$ cat src/inc/osdj_pkg.sv
// Package for the display attribute front end and vertical sync dejitter
package osdj_pkg;
  // Register indices on APB (printed offsets not all multiples of four, byte address is index x4)
  localparam logic [11:0] IDX_ADDR_LOW  = 12'hF97;
  localparam logic [11:0] IDX_ATTR      = 12'hF98;
  localparam logic [11:0] IDX_STATUS    = 12'hF9A;
  localparam logic [11:0] IDX_ADDR_HIGH = 12'hF96;
  localparam logic [11:0] IDX_DJ_CTRL   = 12'hF9B;
  localparam logic [11:0] IDX_CTRL      = 12'hF9C;
  localparam logic [11:0] IDX_IRQ_STAT  = 12'hF9D;
  localparam logic [11:0] IDX_IRQ_MASK  = 12'hF9E;
  localparam logic [13:0] ADDR_SHIFT    = 14'h0002;

  // Field positions
  localparam int DJ_EN_BIT     = 2;
  localparam int DJ_CKS_BIT    = 0;
  localparam int ST_DISP_BIT   = 0;
  localparam int ST_WIN_BIT    = 1;
  localparam int ST_BUSY_BIT   = 2;
  localparam int ST_OSC_BIT    = 4;
  localparam int CT_DISP_BIT   = 0;
  localparam int CT_WIN_BIT    = 1;
  localparam int CT_OSC_BIT    = 2;
  localparam int IRQ_COMMIT    = 0;
  localparam int IRQ_VLOCK     = 1;
  localparam int IRQ_VFREE     = 2;

  // Reset values
  localparam logic [7:0] ADDR_LOW_RST = 8'h00;
  localparam logic [7:0] ZERO8        = 8'h00;

  // Commit latency of a written datum into display memory, in cycles
  localparam logic [3:0] COMMIT_CYCLES = 4'h4;

  // Horizontal period counter width
  localparam int HCNT_W = 12;

  typedef struct packed {
    logic       reverse_blink_en;
    logic       reverse_en;
    logic       blink_en;
    logic [2:0] color;
  } osdj_attr_t;

  typedef struct packed {
    logic red;
    logic green;
    logic blue;
  } osdj_rgb_t;

  typedef enum logic [2:0] {
    C_BLACK   = 3'h0,
    C_BLUE    = 3'h1,
    C_GREEN   = 3'h2,
    C_CYAN    = 3'h3,
    C_RED     = 3'h4,
    C_MAGENTA = 3'h5,
    C_YELLOW  = 3'h6,
    C_WHITE   = 3'h7
  } osdj_color_t;

  typedef enum logic [2:0] {
    ST_IDLE = 3'b001,
    ST_XFER = 3'b010,
    ST_DONE = 3'b100
  } osdj_xfer_t;
endpackage

$ cat src/rtl/osdj_top.sv
// Attribute register front end and vertical sync jitter eliminator
//
// Added by the designer: the APB interface to the registers.
`timescale 1ns/100ps
module osdj_top
  import osdj_pkg::*;
#(
  parameter int HCNT_WIDTH = HCNT_W
) (
  // Clock and reset
  input  wire logic                 clk_in,
  input  wire logic                 rst_in,
  // APB slave
  input  wire logic                 psel_in,
  input  wire logic                 penable_in,
  input  wire logic                 pwrite_in,
  input  wire logic [13:0]          paddr_in,
  input  wire logic [31:0]          pwdata_in,
  output logic      [31:0]          prdata_out,
  output logic                      pready_out,
  output logic                      pslverr_out,
  // Video sync inputs
  input  wire logic                 vertical_sync_n_in,
  input  wire logic                 horizontal_sync_n_in,
  // Display memory write port
  output logic      [8:0]           disp_addr_out,
  output osdj_pkg::osdj_attr_t      char_attribute_out,
  output osdj_pkg::osdj_rgb_t       char_rgb_out,
  output logic                      mem_write_out,
  // Internal vertical sync and interrupt
  output logic                      int_vertical_sync_n_out,
  output logic                      irq_out
);
  import osdj_pkg::*;

  logic [7:0]           disp_addr_low;
  logic                 disp_addr_bit8;
  osdj_attr_t           char_attribute;
  logic [7:0]           dejitter_control;
  logic [7:0]           disp_control;
  logic [7:0]           irq_status;
  logic [7:0]           irq_mask;
  osdj_xfer_t           xfer_state;
  logic [3:0]           xfer_cnt;
  logic                 vs_prev;
  logic                 hs_prev;
  logic [HCNT_WIDTH-1:0] hcnt;
  logic [HCNT_WIDTH-1:0] hperiod;
  logic                 pulse_pending;
  logic [HCNT_WIDTH-1:0] pulse_delay;
  logic                 vsync_pulse;
  logic [7:0]           display_status;
  logic [7:0]           next_irq_status;
  logic [7:0]           irq_events;
  logic                 wr_access;
  logic                 rd_access;
  logic [11:0]          reg_idx;
  logic                 known_idx;
  logic                 vs_fall;
  logic                 hs_fall;
  logic [HCNT_WIDTH-1:0] quarter;
  logic                 near_late;
  logic                 near_early;
  logic                 dejitter_enable;
  logic                 write_transfer_busy;

  // Single-cycle access phase; the slave never stalls
  assign pready_out  = 1'b1;
  assign reg_idx     = paddr_in[13:2];
  assign wr_access   = psel_in && penable_in && pwrite_in;
  assign rd_access   = psel_in && penable_in && !pwrite_in;
  assign known_idx   = (reg_idx == IDX_ADDR_LOW) || (reg_idx == IDX_ATTR) ||
                       (reg_idx == IDX_STATUS) || (reg_idx == IDX_ADDR_HIGH) ||
                       (reg_idx == IDX_DJ_CTRL) || (reg_idx == IDX_CTRL) ||
                       (reg_idx == IDX_IRQ_STAT) || (reg_idx == IDX_IRQ_MASK);
  assign pslverr_out = psel_in && penable_in && !known_idx;

  // Address registers; software writes low byte first, then bit eight
  always_ff @(posedge clk_in) begin
    if (rst_in) begin
      disp_addr_low  <= ADDR_LOW_RST;
      disp_addr_bit8 <= 1'b0;
    end else if (wr_access && reg_idx == IDX_ADDR_LOW) begin
      disp_addr_low <= pwdata_in[7:0];
    end else if (wr_access && reg_idx == IDX_ADDR_HIGH) begin
      disp_addr_bit8 <= pwdata_in[0];
    end
  end

  // Attribute byte; only six bits are implemented
  always_ff @(posedge clk_in) begin
    if (rst_in) begin
      char_attribute <= '0;
    end else if (wr_access && reg_idx == IDX_ATTR) begin
      char_attribute <= osdj_attr_t'(pwdata_in[5:0]);
    end
  end

  // Control registers
  always_ff @(posedge clk_in) begin
    if (rst_in) begin
      dejitter_control <= ZERO8;
      disp_control     <= ZERO8;
      irq_mask         <= ZERO8;
    end else if (wr_access) begin
      if (reg_idx == IDX_DJ_CTRL) begin
        dejitter_control <= pwdata_in[7:0];
      end
      if (reg_idx == IDX_CTRL) begin
        disp_control <= pwdata_in[7:0];
      end
      if (reg_idx == IDX_IRQ_MASK) begin
        irq_mask <= pwdata_in[7:0];
      end
    end
  end

  // Transfer of a written attribute into display memory
  always_ff @(posedge clk_in) begin
    if (rst_in) begin
      xfer_state <= ST_IDLE;
      xfer_cnt   <= 4'h0;
    end else begin
      case (xfer_state)
        ST_IDLE: begin
          if (wr_access && reg_idx == IDX_ATTR) begin
            xfer_state <= ST_XFER;
            xfer_cnt   <= COMMIT_CYCLES;
          end
        end
        ST_XFER: begin
          if (xfer_cnt == 4'h1) begin
            xfer_state <= ST_DONE;
          end
          xfer_cnt <= xfer_cnt - 4'h1;
        end
        ST_DONE: begin
          // A back-to-back attribute write restarts the transfer
          if (wr_access && reg_idx == IDX_ATTR) begin
            xfer_state <= ST_XFER;
            xfer_cnt   <= COMMIT_CYCLES;
          end else begin
            xfer_state <= ST_IDLE;
          end
        end
        default: begin
          xfer_state <= ST_IDLE;
        end
      endcase
    end
  end

  assign write_transfer_busy = (xfer_state != ST_IDLE);

  // Memory write outputs registered at commit
  always_ff @(posedge clk_in) begin
    if (rst_in) begin
      disp_addr_out      <= 9'h000;
      char_attribute_out <= '0;
      char_rgb_out       <= '0;
      mem_write_out      <= 1'b0;
    end else begin
      mem_write_out <= (xfer_state == ST_XFER) && (xfer_cnt == 4'h1);
      if ((xfer_state == ST_XFER) && (xfer_cnt == 4'h1)) begin
        disp_addr_out      <= {disp_addr_bit8, disp_addr_low};
        char_attribute_out <= char_attribute;
        char_rgb_out       <= osdj_rgb_t'(char_attribute.color);
      end
    end
  end

  // Status byte; oscillator mode is only a mirror of the control bit
  always_comb begin
    display_status              = ZERO8;
    display_status[ST_DISP_BIT] = disp_control[CT_DISP_BIT];
    display_status[ST_WIN_BIT]  = disp_control[CT_WIN_BIT];
    display_status[ST_BUSY_BIT] = write_transfer_busy;
    display_status[ST_OSC_BIT]  = disp_control[CT_OSC_BIT];
  end

  always_ff @(posedge clk_in) begin
    if (rst_in) begin
      prdata_out <= 32'h0000_0000;
    end else if (psel_in && !penable_in && !pwrite_in) begin
      case (reg_idx)
        IDX_STATUS:   prdata_out <= {24'h00_0000, display_status};
        IDX_DJ_CTRL:  prdata_out <= {24'h00_0000, dejitter_control};
        IDX_CTRL:     prdata_out <= {24'h00_0000, disp_control};
        IDX_IRQ_STAT: prdata_out <= {24'h00_0000, irq_status};
        IDX_IRQ_MASK: prdata_out <= {24'h00_0000, irq_mask};
        default:      prdata_out <= 32'h0000_0000;
      endcase
    end
  end

  // Edge detection on synchronous sync inputs
  assign vs_fall = vs_prev && !vertical_sync_n_in;
  assign hs_fall = hs_prev && !horizontal_sync_n_in;
  assign dejitter_enable = dejitter_control[DJ_EN_BIT];

  always_ff @(posedge clk_in) begin
    if (rst_in) begin
      vs_prev <= 1'b1;
      hs_prev <= 1'b1;
    end else begin
      vs_prev <= vertical_sync_n_in;
      hs_prev <= horizontal_sync_n_in;
    end
  end

  // Line period measurement between horizontal falling edges
  always_ff @(posedge clk_in) begin
    if (rst_in) begin
      hcnt    <= '0;
      hperiod <= '0;
    end else if (hs_fall) begin
      hperiod <= hcnt + 1'b1;
      hcnt    <= '0;
    end else if (hcnt != '1) begin
      hcnt <= hcnt + 1'b1;
    end
  end

  // Measured in CPU cycles, so the select bit only documents the clock rate
  assign quarter    = hperiod >> 2;
  assign near_late  = (hcnt < quarter);
  assign near_early = (hperiod > hcnt) && ((hperiod - hcnt) <= quarter);

  // Internal vsync: snapped to next line edge inside the near_early window, else passed through
  always_ff @(posedge clk_in) begin
    if (rst_in) begin
      pulse_pending <= 1'b0;
      pulse_delay   <= '0;
      vsync_pulse   <= 1'b0;
    end else begin
      vsync_pulse <= 1'b0;
      if (vs_fall && dejitter_enable && hperiod != '0 && near_early) begin
        pulse_pending <= 1'b1;
        pulse_delay   <= hperiod - hcnt;
      end else if (vs_fall && dejitter_enable && hperiod != '0 && near_late) begin
        vsync_pulse <= 1'b1;
      end else if (vs_fall) begin
        vsync_pulse <= 1'b1;
      end else if (pulse_pending) begin
        if (pulse_delay <= 1 || hs_fall) begin
          pulse_pending <= 1'b0;
          vsync_pulse   <= 1'b1;
        end else begin
          pulse_delay <= pulse_delay - 1'b1;
        end
      end
    end
  end

  // Internal vsync held low while external vsync stays low
  always_ff @(posedge clk_in) begin
    if (rst_in) begin
      int_vertical_sync_n_out <= 1'b1;
    end else if (vsync_pulse) begin
      int_vertical_sync_n_out <= 1'b0;
    end else if (vertical_sync_n_in && !pulse_pending) begin
      int_vertical_sync_n_out <= 1'b1;
    end
  end

  // Sticky interrupt status; a new event wins over a clearing write
  always_comb begin
    irq_events              = ZERO8;
    irq_events[IRQ_COMMIT]  = mem_write_out;
    irq_events[IRQ_VLOCK]   = vsync_pulse && dejitter_enable;
    irq_events[IRQ_VFREE]   = vs_fall && !dejitter_enable;
    next_irq_status         = irq_status;
    if (wr_access && reg_idx == IDX_IRQ_STAT) begin
      next_irq_status = irq_status & ~pwdata_in[7:0];
    end
    next_irq_status = next_irq_status | irq_events;
  end

  always_ff @(posedge clk_in) begin
    if (rst_in) begin
      irq_status <= ZERO8;
      irq_out    <= 1'b0;
    end else begin
      irq_status <= next_irq_status;
      irq_out    <= |(next_irq_status & irq_mask);
    end
  end
endmodule // osdj_top

$ cat config.mk
export PLATFORM = sky130hd
export DESIGN_NAME = osdj_top
export DESIGN_NICKNAME = d
export VERILOG_FILES = /design/src/inc/osdj_pkg.sv /design/src/rtl/osdj_top.sv
export SDC_FILE = /design/constraint.sdc
export NUM_CORES = 1
export LEC_CHECK = 0
export BUFFER_PORTS_ARGS = -buffer_cell sky130_fd_sc_hd__buf_2
export CAP_MARGIN = 20
export CORE_ASPECT_RATIO = 1.75
export CORE_MARGIN = 5
export CORE_UTILIZATION = 61
export CTS_CLUSTER_DIAMETER = 80
export CTS_CLUSTER_SIZE = 12
export DETAILED_ROUTE_END_ITERATION = 10
export MAX_ROUTING_LAYER = met4
export PLACE_DENSITY = 0.95
export SETUP_SLACK_MARGIN = 0.5
export SKIP_LAST_GASP = 1
export SYNTH_ARGS = -nofsm -noshare
export SYNTH_HDL_FRONTEND = slang
export SYNTH_SLANG_ARGS = --single-unit
$ cat constraint.sdc
create_clock -name clk_in -period 7.3 [get_ports clk_in]
set_clock_uncertainty 0.05 [all_clocks]
set_input_delay 0.73 -clock clk_in [delete_from_list [all_inputs] [get_ports clk_in]]
set_output_delay 0.73 -clock clk_in [all_outputs]
set_load 0.01 [all_outputs]
==> results of run 1 <==
[per-stage QoR]
step / power, mW / hold WS, ns
finish: 1.673 / 0.4101
global route: 1.731 / 0.4500
CTS: 1.671 / 0.4110
detailed placement: 0.8509 / 0.4038
global placement: 0.8456 / 0.3892
floorplan: 0.8121 / 0.3742
[per-layer routing]
| metal | wire (um) | share of wire | vias up | global-route usage |
|---|---|---|---|---|
| met5 | 0 | 0 | - | - |
| met4 | 945 | 0.058 | 0 | 0.1743 |
| met3 | 1191 | 0.073 | 85 | 0.05370 |
| met2 | 8719 | 0.54 | 305 | 0.4908 |
| met1 | 5358 | 0.33 | 2567 | 0.2489 |
| li1 | - | - | 2579 | - |
[flip-flops by register name (all words and copies together), names as in the netlist, 3 cells and up]
signal and cells:
disp_addr_low 8, char_attribute 6, irq_status 8, char_attribute_out 6, disp_control 8, disp_addr_out 9
dejitter_control 8, xfer_cnt 4, hcnt 12, irq_mask 8, pulse_delay 12, xfer_state 3
hperiod 12, prdata_out 8
[kinds of logic after synthesis]
logic type | synth area share
buf+inv | 0.07243
compound gates | 0.1599
mux | 0.08298
xor+xnor | 0.04403
flops | 0.3895
fa+ha+maj | 0.05802
simple gates | 0.1919
other cells | 0.001218
[worst min path at each step]
stage                                   from                                   end  slack [ns]  cells past startpoint
3_5_place_dp   disp_addr_low[7]$_SDFFE_PP0P_         disp_addr_low[7]$_SDFFE_PP0P_        0.40                      2
2_1_floorplan         vsync_pulse$_SDFF_PP0_  int_vertical_sync_n_out$_SDFFE_PP1P_        0.37                      1
5_1_grt        disp_addr_low[6]$_SDFFE_PP0P_         disp_addr_low[6]$_SDFFE_PP0P_        0.45                      2
6_report              vsync_pulse$_SDFF_PP0_  int_vertical_sync_n_out$_SDFFE_PP1P_        0.41                      1
3_3_place_gp   disp_addr_low[6]$_SDFFE_PP0P_         disp_addr_low[6]$_SDFFE_PP0P_        0.39                      2
4_1_cts        disp_addr_low[7]$_SDFFE_PP0P_         disp_addr_low[7]$_SDFFE_PP0P_        0.41                      2
[power by group through the flow]
stage / registers [mW] / clock network, mW / logic, mW
after global routing: 0.670 / 0.870 / 0.191
final: 0.670 / 0.830 / 0.174
after detailed placement: 0.683 / 0 / 0.168
after CTS: 0.669 / 0.832 / 0.170
after floorplan: 0.682 / 0 / 0.130
after global placement: 0.683 / 0 / 0.163
[placed cells by master (no fill, tap or decap), drive strengths merged, types with 5 or more instances in the layout]
| cell | count |
|---|---|
| mux2i | 50 |
| a221o | 5 |
| a31oi | 6 |
| dfxtp | 120 |
| a22oi | 7 |
| clkinv | 5 |
| or3 | 7 |
| nand2b | 5 |
| inv | 34 |
| o21a | 7 |
| o311a | 7 |
| xnor2 | 22 |
| conb | 25 |
| buf | 61 |
| and3 | 6 |
| or2 | 5 |
| clkbuf | 21 |
| xor2 | 9 |
| nor2 | 94 |
| ha | 27 |
| o21ai | 33 |
| nand3 | 14 |
| a211oi | 13 |
| nor4 | 9 |
| nor3 | 18 |
| nand4 | 7 |
| nand2 | 53 |
| nor2b | 7 |
| a21oi | 35 |
[worst register-to-register path, cell delays in order, from the launching register on]
cell       delay [ns]
dfxtp_1          0.42
inv_1            0.07
ha_1             0.41
a2111o_1         0.43
o21ai_0          0.43
o21ai_0          0.21
xor2_1           0.23
ha_1             0.29
a2111oi_0        0.68
nand3b_1         0.17
a31o_2           0.41
nor2_1           0.30
a211oi_1         0.10
[final cells by class]
class                      count  area, um2
multi-input combinational    526       3405
fill                         700       2905
sequential                   120       2402
clock buffer                  20      436.7
timing repair buffer          62      330.3
tap                          125      156.4
clock inverter                11      150.1
inverter                      33      123.9
==> impl_metrics.toml, run 1 <==
[power]
powerDensity_nw_per_um2 = 238.9
seqPwrFrac = 0.400
switchingPower_mw = 0.4125
p_int_mw = 1.261
p_sw_frac = 0.2465
vdd_drop_max_mv = 0.1950
power.leakage_nw = 2.902
power_frac_clock = 0.496
p_comb_frac = 0.104

[critical_path]
reg2reg_slack_ns = 2.94
crit_start = "hcnt[6]$_SDFFE_PP0P_"
cp-endpoint = "vsync_pulse$_SDFF_PP0_"
cp.depth = 12
cp-end-kind = "flip-flop"
critPathKind = "flip-flop to flip-flop"
crit_family = "compound AO/OA/AOI/OAI gates"
r2r-end = "vsync_pulse$_SDFF_PP0_"
crit_path_start_kind = "flip-flop"
worstPathCellList = "inv_1 -> ha_1 -> a2111o_1 -> o21ai_0 -> o21ai_0 -> xor2_1 -> ha_1 -> a2111oi_0 -> nand3b_1 -> a31o_2 -> nor2_1 -> a211oi_1"
crit_fanout = 21
crit_required_ns = 7.50
reg2reg_depth = 12
slowest_delay_ns = 0.68
cp_slowest_cell = "a2111oi_0"
path_buf_inv = 1
arrival_ns = 4.56
reg2reg_from = "hcnt[6]$_SDFFE_PP0P_"

[floorplanning]
io_pins = 108
die_w_um = 86.01
initial_utilization = 0.6223
die_area_um2 = 12300
rows = 48
core_region_area_um2 = 9910
chipHeight_um = 143.0

[global_route]
grt_max_degree = 89
grt_util_all_layers = 0.2695
overflow = 0
grt_pass1_vias = 5609
antenna_found_initial = 0
grt_pass1_wl_um = 25610

[synth]
synth_top_flop_cell = "dfxtp_1"
synth_cells = 712
netlist_area_um2 = 6167
async_flop_share = 0
syn_area_per_cell_um2 = 8.662
synth_top_area_share = 0.3895
synth_cell_types = 64
synth_area_leader_cell = "dfxtp_1"
yosys_register_bits = 120
synth_area_leaders = "dfxtp_1, mux2i_1, nor2_1"
synth_common_cells = "dfxtp_1, nor2_1, nand2_1"
synth_enable_flop_cells = 0
synth.most_common_cell = "dfxtp_1"
synth.yosys.warnings = 0
ys_seq_area_frac = 0.3895

[clock_network]
clk_latency_ns = 0.42
cts_tree = "yes"
postCtsSetupBuffers = 0
post_cts_resized = 0
numCtsBuffers = 17
h-tree-depth = 4
ctsHoldBuffers = 0
cts_buffer_depth = 2
clk_pin_slew_ns = 0.06
clockRootBuffer = "clkbuf_16"
clock_sinks = 120

[timing]
timing.final.crit_share = 0.5977
worst_pin_slew_ns = 1.087
slew_violations = 0
slew_headroom = 0.2700
fmax_mhz = 229.2
setup_slack_ns = 2.937
period_minus_slack_ns = 4.363
finalHoldViolCount = 0
finalSetupViolCount = 0
rsz0062_at_grt = "no"
tns_ns = 0

[min_path]
hold_path.class = "flip-flop to flip-flop"

[route]
firstDrtPassIters = 5
vias = 5536
drt_iter0_markers = 414
drcViolationCount = 0
wl_per_cell_um = 18.08
drt-total-wl_um = 16210
antenna_left = 0
via_per_inst = 6.172

[flow_run]
cap_violations = 0

[cells_and_area]
finish.utilization = 0.7068
fin_nets = 841
layoutNonFillerInstCount = 897
n_antenna_cell = 0
syn2layout_area_growth_pct = 13.57
final_layout_size_suffix_gt1_frac = 0.1360
fin_area_um2 = 7004

[placed_design]
placed_cells = 864
io_buffer_count = 56
gp_congestion = 0.9324
dpl_worst_slack_ns = 3.139
postPlaceCellArea_um2 = 6397
dp_hpwl_um = 11230

[status]
status = "finished clean"
Power figures use the tool's default switching activity.
==> run 2, diff against run 1 <==
--- a/config.mk
+++ b/config.mk
@@ -9,12 +9,12 @@
 export CAP_MARGIN = 20
 export CORE_ASPECT_RATIO = 1.75
 export CORE_MARGIN = 5
-export CORE_UTILIZATION = 61
+export CORE_UTILIZATION = 56
 export CTS_CLUSTER_DIAMETER = 80
 export CTS_CLUSTER_SIZE = 12
 export DETAILED_ROUTE_END_ITERATION = 10
 export MAX_ROUTING_LAYER = met4
-export PLACE_DENSITY = 0.95
+export PLACE_DENSITY = 0.89
 export SETUP_SLACK_MARGIN = 0.5
 export SKIP_LAST_GASP = 1
 export SYNTH_ARGS = -nofsm -noshare
==> constraint.sdc (replaced) <==
create_clock -name clk_in -period 4.49 [get_ports clk_in]
set_clock_uncertainty 0.05 [all_clocks]
set_input_delay 0.449 -clock clk_in [delete_from_list [all_inputs] [get_ports clk_in]]
set_output_delay 0.449 -clock clk_in [all_outputs]
set_load 0.01 [all_outputs]
==> run 2 against run 1 <==
Maximum frequency increased by 16%; via count fell by 2.4%; sequential share of layout area shrank 0.18 points; register-to-register slack got worse by 2.2 ns; clock power increased by 67%; global-route usage decreased by 2.3 points; sequential power increased by 63%; worst setup slack worse by 2.2 ns; flip-flop and latch count unchanged; worst hold slack got worse by 0.18 ns; routed wire length fell by 4.5%; combinational power grew 71%.
==> impl_metrics.toml, run 2 (synthesis results as in run 1) <==
[placed_design]
dpl_worst_slack_ns = 0.4229
gp_congestion = 0.9499
io_buffer_count = 56
dp_hpwl_um = 10700

[global_route]
overflow = 0
grt_max_degree = 88
grt_pass1_vias = 5442
antenna_found_initial = 0
grt_util_all_layers = 0.2466
grt_pass1_wl_um = 24960

[critical_path]
reg2reg_from = "hcnt[0]$_SDFFE_PP0P_"
crit_start = "hcnt[0]$_SDFFE_PP0P_"
arrival_ns = 4.02
crit_path_start_kind = "flip-flop"
r2r-end = "pulse_delay[5]$_SDFFE_PP0P_"
critPathKind = "flip-flop to flip-flop"
crit_fanout = 21
crit_required_ns = 4.74
cp-end-kind = "flip-flop"
reg2reg_slack_ns = 0.72
reg2reg_depth = 14

[timing]
setup_slack_ns = 0.7215
rsz0062_at_grt = "no"
tns_ns = 0
period_minus_slack_ns = 3.769
slew_violations = 0
worst_pin_slew_ns = 1.054
fmax_mhz = 265.4
slew_headroom = 0.2954
finalSetupViolCount = 0
timing.final.crit_share = 0.8393
finalHoldViolCount = 0

[clock_network]
cts_tree = "yes"
clk_latency_ns = 0.42
ctsHoldBuffers = 0
clock_sinks = 120
numCtsBuffers = 17
clockRootBuffer = "clkbuf_16"
clk_pin_slew_ns = 0.06
cts_buffer_depth = 2
h-tree-depth = 4

[power]
vdd_drop_max_mv = 0.3234
power.leakage_nw = 2.914
powerDensity_nw_per_um2 = 394.8
p_total_mw = 2.779

[min_path]
worstHoldStart = "horizontal_sync_n_in"
min_to = "hs_prev$_SDFF_PP1_"
hold_path.class = "input port to flip-flop"
hold-path-cell-count = 2

[route]
drcViolationCount = 0
via_per_inst = 5.986
drt_iter0_markers = 327
antenna_left = 0
wl_per_cell_um = 17.15
drt-total-wl_um = 15490
firstDrtPassIters = 5
vias = 5405

[floorplanning]
io_pins = 108
chipHeight_um = 148.8
die_area_um2 = 13290
core_region_area_um2 = 10760
rows = 50
die_w_um = 89.33
initial_utilization = 0.5731

[cells_and_area]
final_common_cell = "dfxtp_1"
largestRegisters = "hcnt x12, hperiod x12, pulse_delay x12"
finish.utilization = 0.6543
n_antenna_cell = 0
syn2layout_area_growth_pct = 14.16
final_layout_size_suffix_gt1_frac = 0.1436
final_cell_mix = "dfxtp_1, nor2_1, buf_2, nand2_1, mux2i_1"
fin_nets = 841

[status]
status = "finished clean"

[flow_run]
cap_violations = 0
## run 2: metal layers
metal / up-vias / share of wire / track usage
li1: 2577 / - / -
met1: 2520 / 0.34 / 0.2348
met2: 234 / 0.54 / 0.4309
met3: 74 / 0.064 / 0.06633
met4: 0 / 0.052 / 0.1431
met5: - / 0 / -
## run 2: worst max-delay path by stage
| stage | depth (start not counted) | to |
|---|---|---|
| floorplan | 12 | pulse_delay[4]$_SDFFE_PP0P_ |
| global placement | 15 | vsync_pulse$_SDFF_PP0_ |
| detailed placement | 15 | pulse_delay[10]$_SDFFE_PP0P_ |
| CTS | 15 | vsync_pulse$_SDFF_PP0_ |
| global route | 15 | pulse_delay[9]$_SDFFE_PP0P_ |
| finish | 14 | pulse_delay[5]$_SDFFE_PP0P_ |
## run 2: area by class of cell
type                       count  area, um2
multi-input combinational    526       3422
inverter                      33      123.9
clock inverter                15      178.9
timing repair buffer          62      325.3
fill                         816       3720
tap                          130      162.7
sequential                   120       2402
clock buffer                  17      425.4
## run 2: per-stage QoR
stage | instances | instance area (um2) | hold slack [ns]
final | 903 | 7041 | 0.2348
after global routing | 903 | 7041 | 0.2356
after global placement | 870 | 6411 | 0.3876
after CTS | 902 | 7017 | 0.2250
after floorplan | 735 | 6254 | 0.3742
after detailed placement | 870 | 6411 | 0.3954
## run 2: critical path, stage by stage, from the launching register on
cell,delay [ns]
dfxtp_1,0.37
ha_1,0.25
fa_1,0.42
nor2b_1,0.18
o31a_1,0.21
o21ai_0,0.14
nor2b_1,0.17
xnor2_1,0.23
ha_1,0.29
nand2_1,0.07
o21ai_0,0.14
a2111oi_2,0.29
nand3b_1,0.15
a31o_4,0.35
o311a_1,0.35
## run 2: repair_timing
item                                    CTS  global route
pin swaps                                 0             2
gates resized for setup                   1             6
buffers inserted                          0             1
endpoints found under the setup margin    4            14
## run 2: report_power, final
part           internal, mW  total (mW)  switching (mW)
clock network         0.840        1.39           0.553
logic                 0.110       0.298           0.189
registers              1.08        1.09          0.0114
==> run 3, diff against run 2 <==
==> constraint.sdc (replaced) <==
create_clock -name clk_in -period 3.5 [get_ports clk_in]
set_clock_uncertainty 0.05 [all_clocks]
set_input_delay 0.35 -clock clk_in [delete_from_list [all_inputs] [get_ports clk_in]]
set_output_delay 0.35 -clock clk_in [all_outputs]
set_load 0.01 [all_outputs]
==> run 3 against run 2 <==
Register-to-register slack lost 0.63 ns; power grew 32%; core utilization grew 3.7 points; maximum frequency grew 11%; global-route usage grew 0.92 points; first-iteration DRC count grew 26%; worst hold slack lost 0.097 ns; routed wire length grew 5.3%; design area grew 5.6%; largest power group unchanged.
==> impl_metrics.toml, run 3 (synthesis results as in run 1) <==
[critical_path]
slowest_delay_ns = 0.37
arrival_ns = 3.65
cp_common_cell = "o21ai_2"
worstPathCellList = "inv_2 -> ha_4 -> fa_2 -> nor2b_2 -> o31a_1 -> o21ai_2 -> nor2b_4 -> xnor2_2 -> ha_1 -> nand2_1 -> o21ai_2 -> a2111oi_4 -> nand3b_1 -> a31o_4 -> o311a_1"
reg2reg_from = "hperiod[0]$_SDFFE_PP0P_"
cp_slowest_cell = "fa_2"
crit_start = "hperiod[0]$_SDFFE_PP0P_"
crit_required_ns = 3.75
critPathKind = "flip-flop to flip-flop"
cp-end-kind = "flip-flop"
crit_fanout = 6
crit_path_start_kind = "flip-flop"

[cells_and_area]
largestRegisters = "hcnt x12, hperiod x12, pulse_delay x12"
final_layout_size_suffix_gt1_frac = 0.2055
final_common_cell = "dfxtp_1"
fin_nets = 871
syn2layout_area_growth_pct = 20.55
final_cell_mix = "dfxtp_1, nor2_1, buf_2, nand2_1, mux2i_1"
n_antenna_cell = 0
layoutNonFillerInstCount = 933

[floorplanning]
chipHeight_um = 148.8
die_area_um2 = 13290
initial_utilization = 0.5731
io_pins = 108
die_w_um = 89.33
rows = 50
core_region_area_um2 = 10760

[power]
power.leakage_nw = 3.098
seqPwrFrac = 0.380
vdd_drop_max_mv = 0.3754
p_sw_frac = 0.2520
p_int_mw = 2.746
p_comb_frac = 0.135
switchingPower_mw = 0.9251
powerDensity_nw_per_um2 = 493.7
power_frac_clock = 0.485

[placed_design]
dp_hpwl_um = 10700
dpl_worst_slack_ns = -0.02270
placed_cells = 891
io_buffer_count = 56
gp_congestion = 0.9531

[route]
drt_iter0_markers = 411
via_per_inst = 5.969
vias = 5569
wl_per_cell_um = 17.48
firstDrtPassIters = 5
drcViolationCount = 0
drt-total-wl_um = 16310
antenna_left = 0

[clock_network]
numCtsBuffers = 17
ctsHoldBuffers = 0
cts_tree = "yes"
clockRootBuffer = "clkbuf_16"
cts_buffer_depth = 2
clock_sinks = 120
h-tree-depth = 4
clk_pin_slew_ns = 0.05
clk_latency_ns = 0.41

[min_path]
hold_path.class = "input port to flip-flop"
worstHoldStart = "vertical_sync_n_in"

[global_route]
grt_pass1_vias = 5609
grt_max_degree = 51
grt_util_all_layers = 0.2558
grt_pass1_wl_um = 25980
antenna_found_initial = 0
overflow = 0

[timing]
worst_pin_slew_ns = 0.9767
rsz0062_at_grt = "yes"
setup_slack_ns = 0.09587
tns_ns = 0
slew_violations = 0
period_minus_slack_ns = 3.404
slew_headroom = 0.3453
fmax_mhz = 293.8
timing.final.crit_share = 0.9726
finalSetupViolCount = 0
finalHoldViolCount = 0

[flow_run]
cap_violations = 0

[status]
status = "finished clean"
[run 3: cell count changes in the layout (fill, tap and decap cells not counted), moves of 5 or more]
cell / delta
inv_6: -7
dfxtp_1: -6
ha_4: +5
dfxtp_2: +6
ha_1: -5
buf_4: +27
[run 3: layout make-up]
| cell class | instances | area [um2] |
|---|---|---|
| inverters | 33 | 123.9 |
| flip-flops and latches | 120 | 2410 |
| repair buffers | 90 | 539.3 |
| well taps | 130 | 162.7 |
| multi-input cells | 528 | 3591 |
| fillers | 734 | 3326 |
| clock inverters | 11 | 147.6 |
| clock buffers | 21 | 460.4 |
[run 3: per-layer routing]
layer | routed length, um | GRT usage
met1 | 5706 | 0.2467
met2 | 8729 | 0.4420
met3 | 978 | 0.05638
met4 | 892 | 0.1684
met5 | 0 | -
[run 3: through the flow]
stage | hold slack (ns) | utilization | cell area [um2] | power [mW]
after detailed placement | 0.3925 | 0.6156 | 6624 | 1.823
after floorplan | 0.3742 | - | 6322 | 1.714
after global placement | 0.3904 | 0.6156 | 6624 | 1.813
after global routing | 0.1339 | 0.6909 | 7435 | 3.800
after CTS | 0.1309 | 0.6870 | 7392 | 3.646
final | 0.1373 | 0.6909 | 7435 | 3.671
[run 3: worst max-delay path, delay by kind of cell (launching register included)]
| kind | cells | cell delay [ns] |
|---|---|---|
| AO/OA/AOI/OAI | 6 | 1.29 |
| XOR/XNOR | 1 | 0.14 |
| adder cells (fa/ha/maj) | 3 | 0.83 |
| buffers and inverters | 1 | 0.04 |
| flip-flops | 1 | 0.33 |
| AND/OR/NAND/NOR | 4 | 0.61 |
[run 3: path summary, 6_finish.rpt]
kind	depth (start not counted)	end	slack, ns
setup reg to reg	15	pulse_delay[4]$_SDFFE_PP0P_	0.1
hold reg to reg	2	disp_addr_low[6]$_SDFFE_PP0P_	0.40
setup / recovery	15	pulse_delay[4]$_SDFFE_PP0P_	0.1
hold / removal	2	vs_prev$_SDFF_PP1_	0.14
[run 3: power by group through the flow]
stage,Combinational (mW),Clock (mW),Sequential (mW)
after global routing,0.542,1.86,1.40
after CTS,0.463,1.79,1.40
after global placement,0.389,0,1.42
after floorplan,0.290,0,1.42
after detailed placement,0.399,0,1.42
final,0.496,1.78,1.40
[run 3: repair_timing]
item / in CTS / in global routing
pin swaps: 5 / 3
gates cloned: 2 / 0
gates resized for setup: 18 / 7
buffers inserted: 5 / 3
endpoints found under the setup margin: 14 / 14
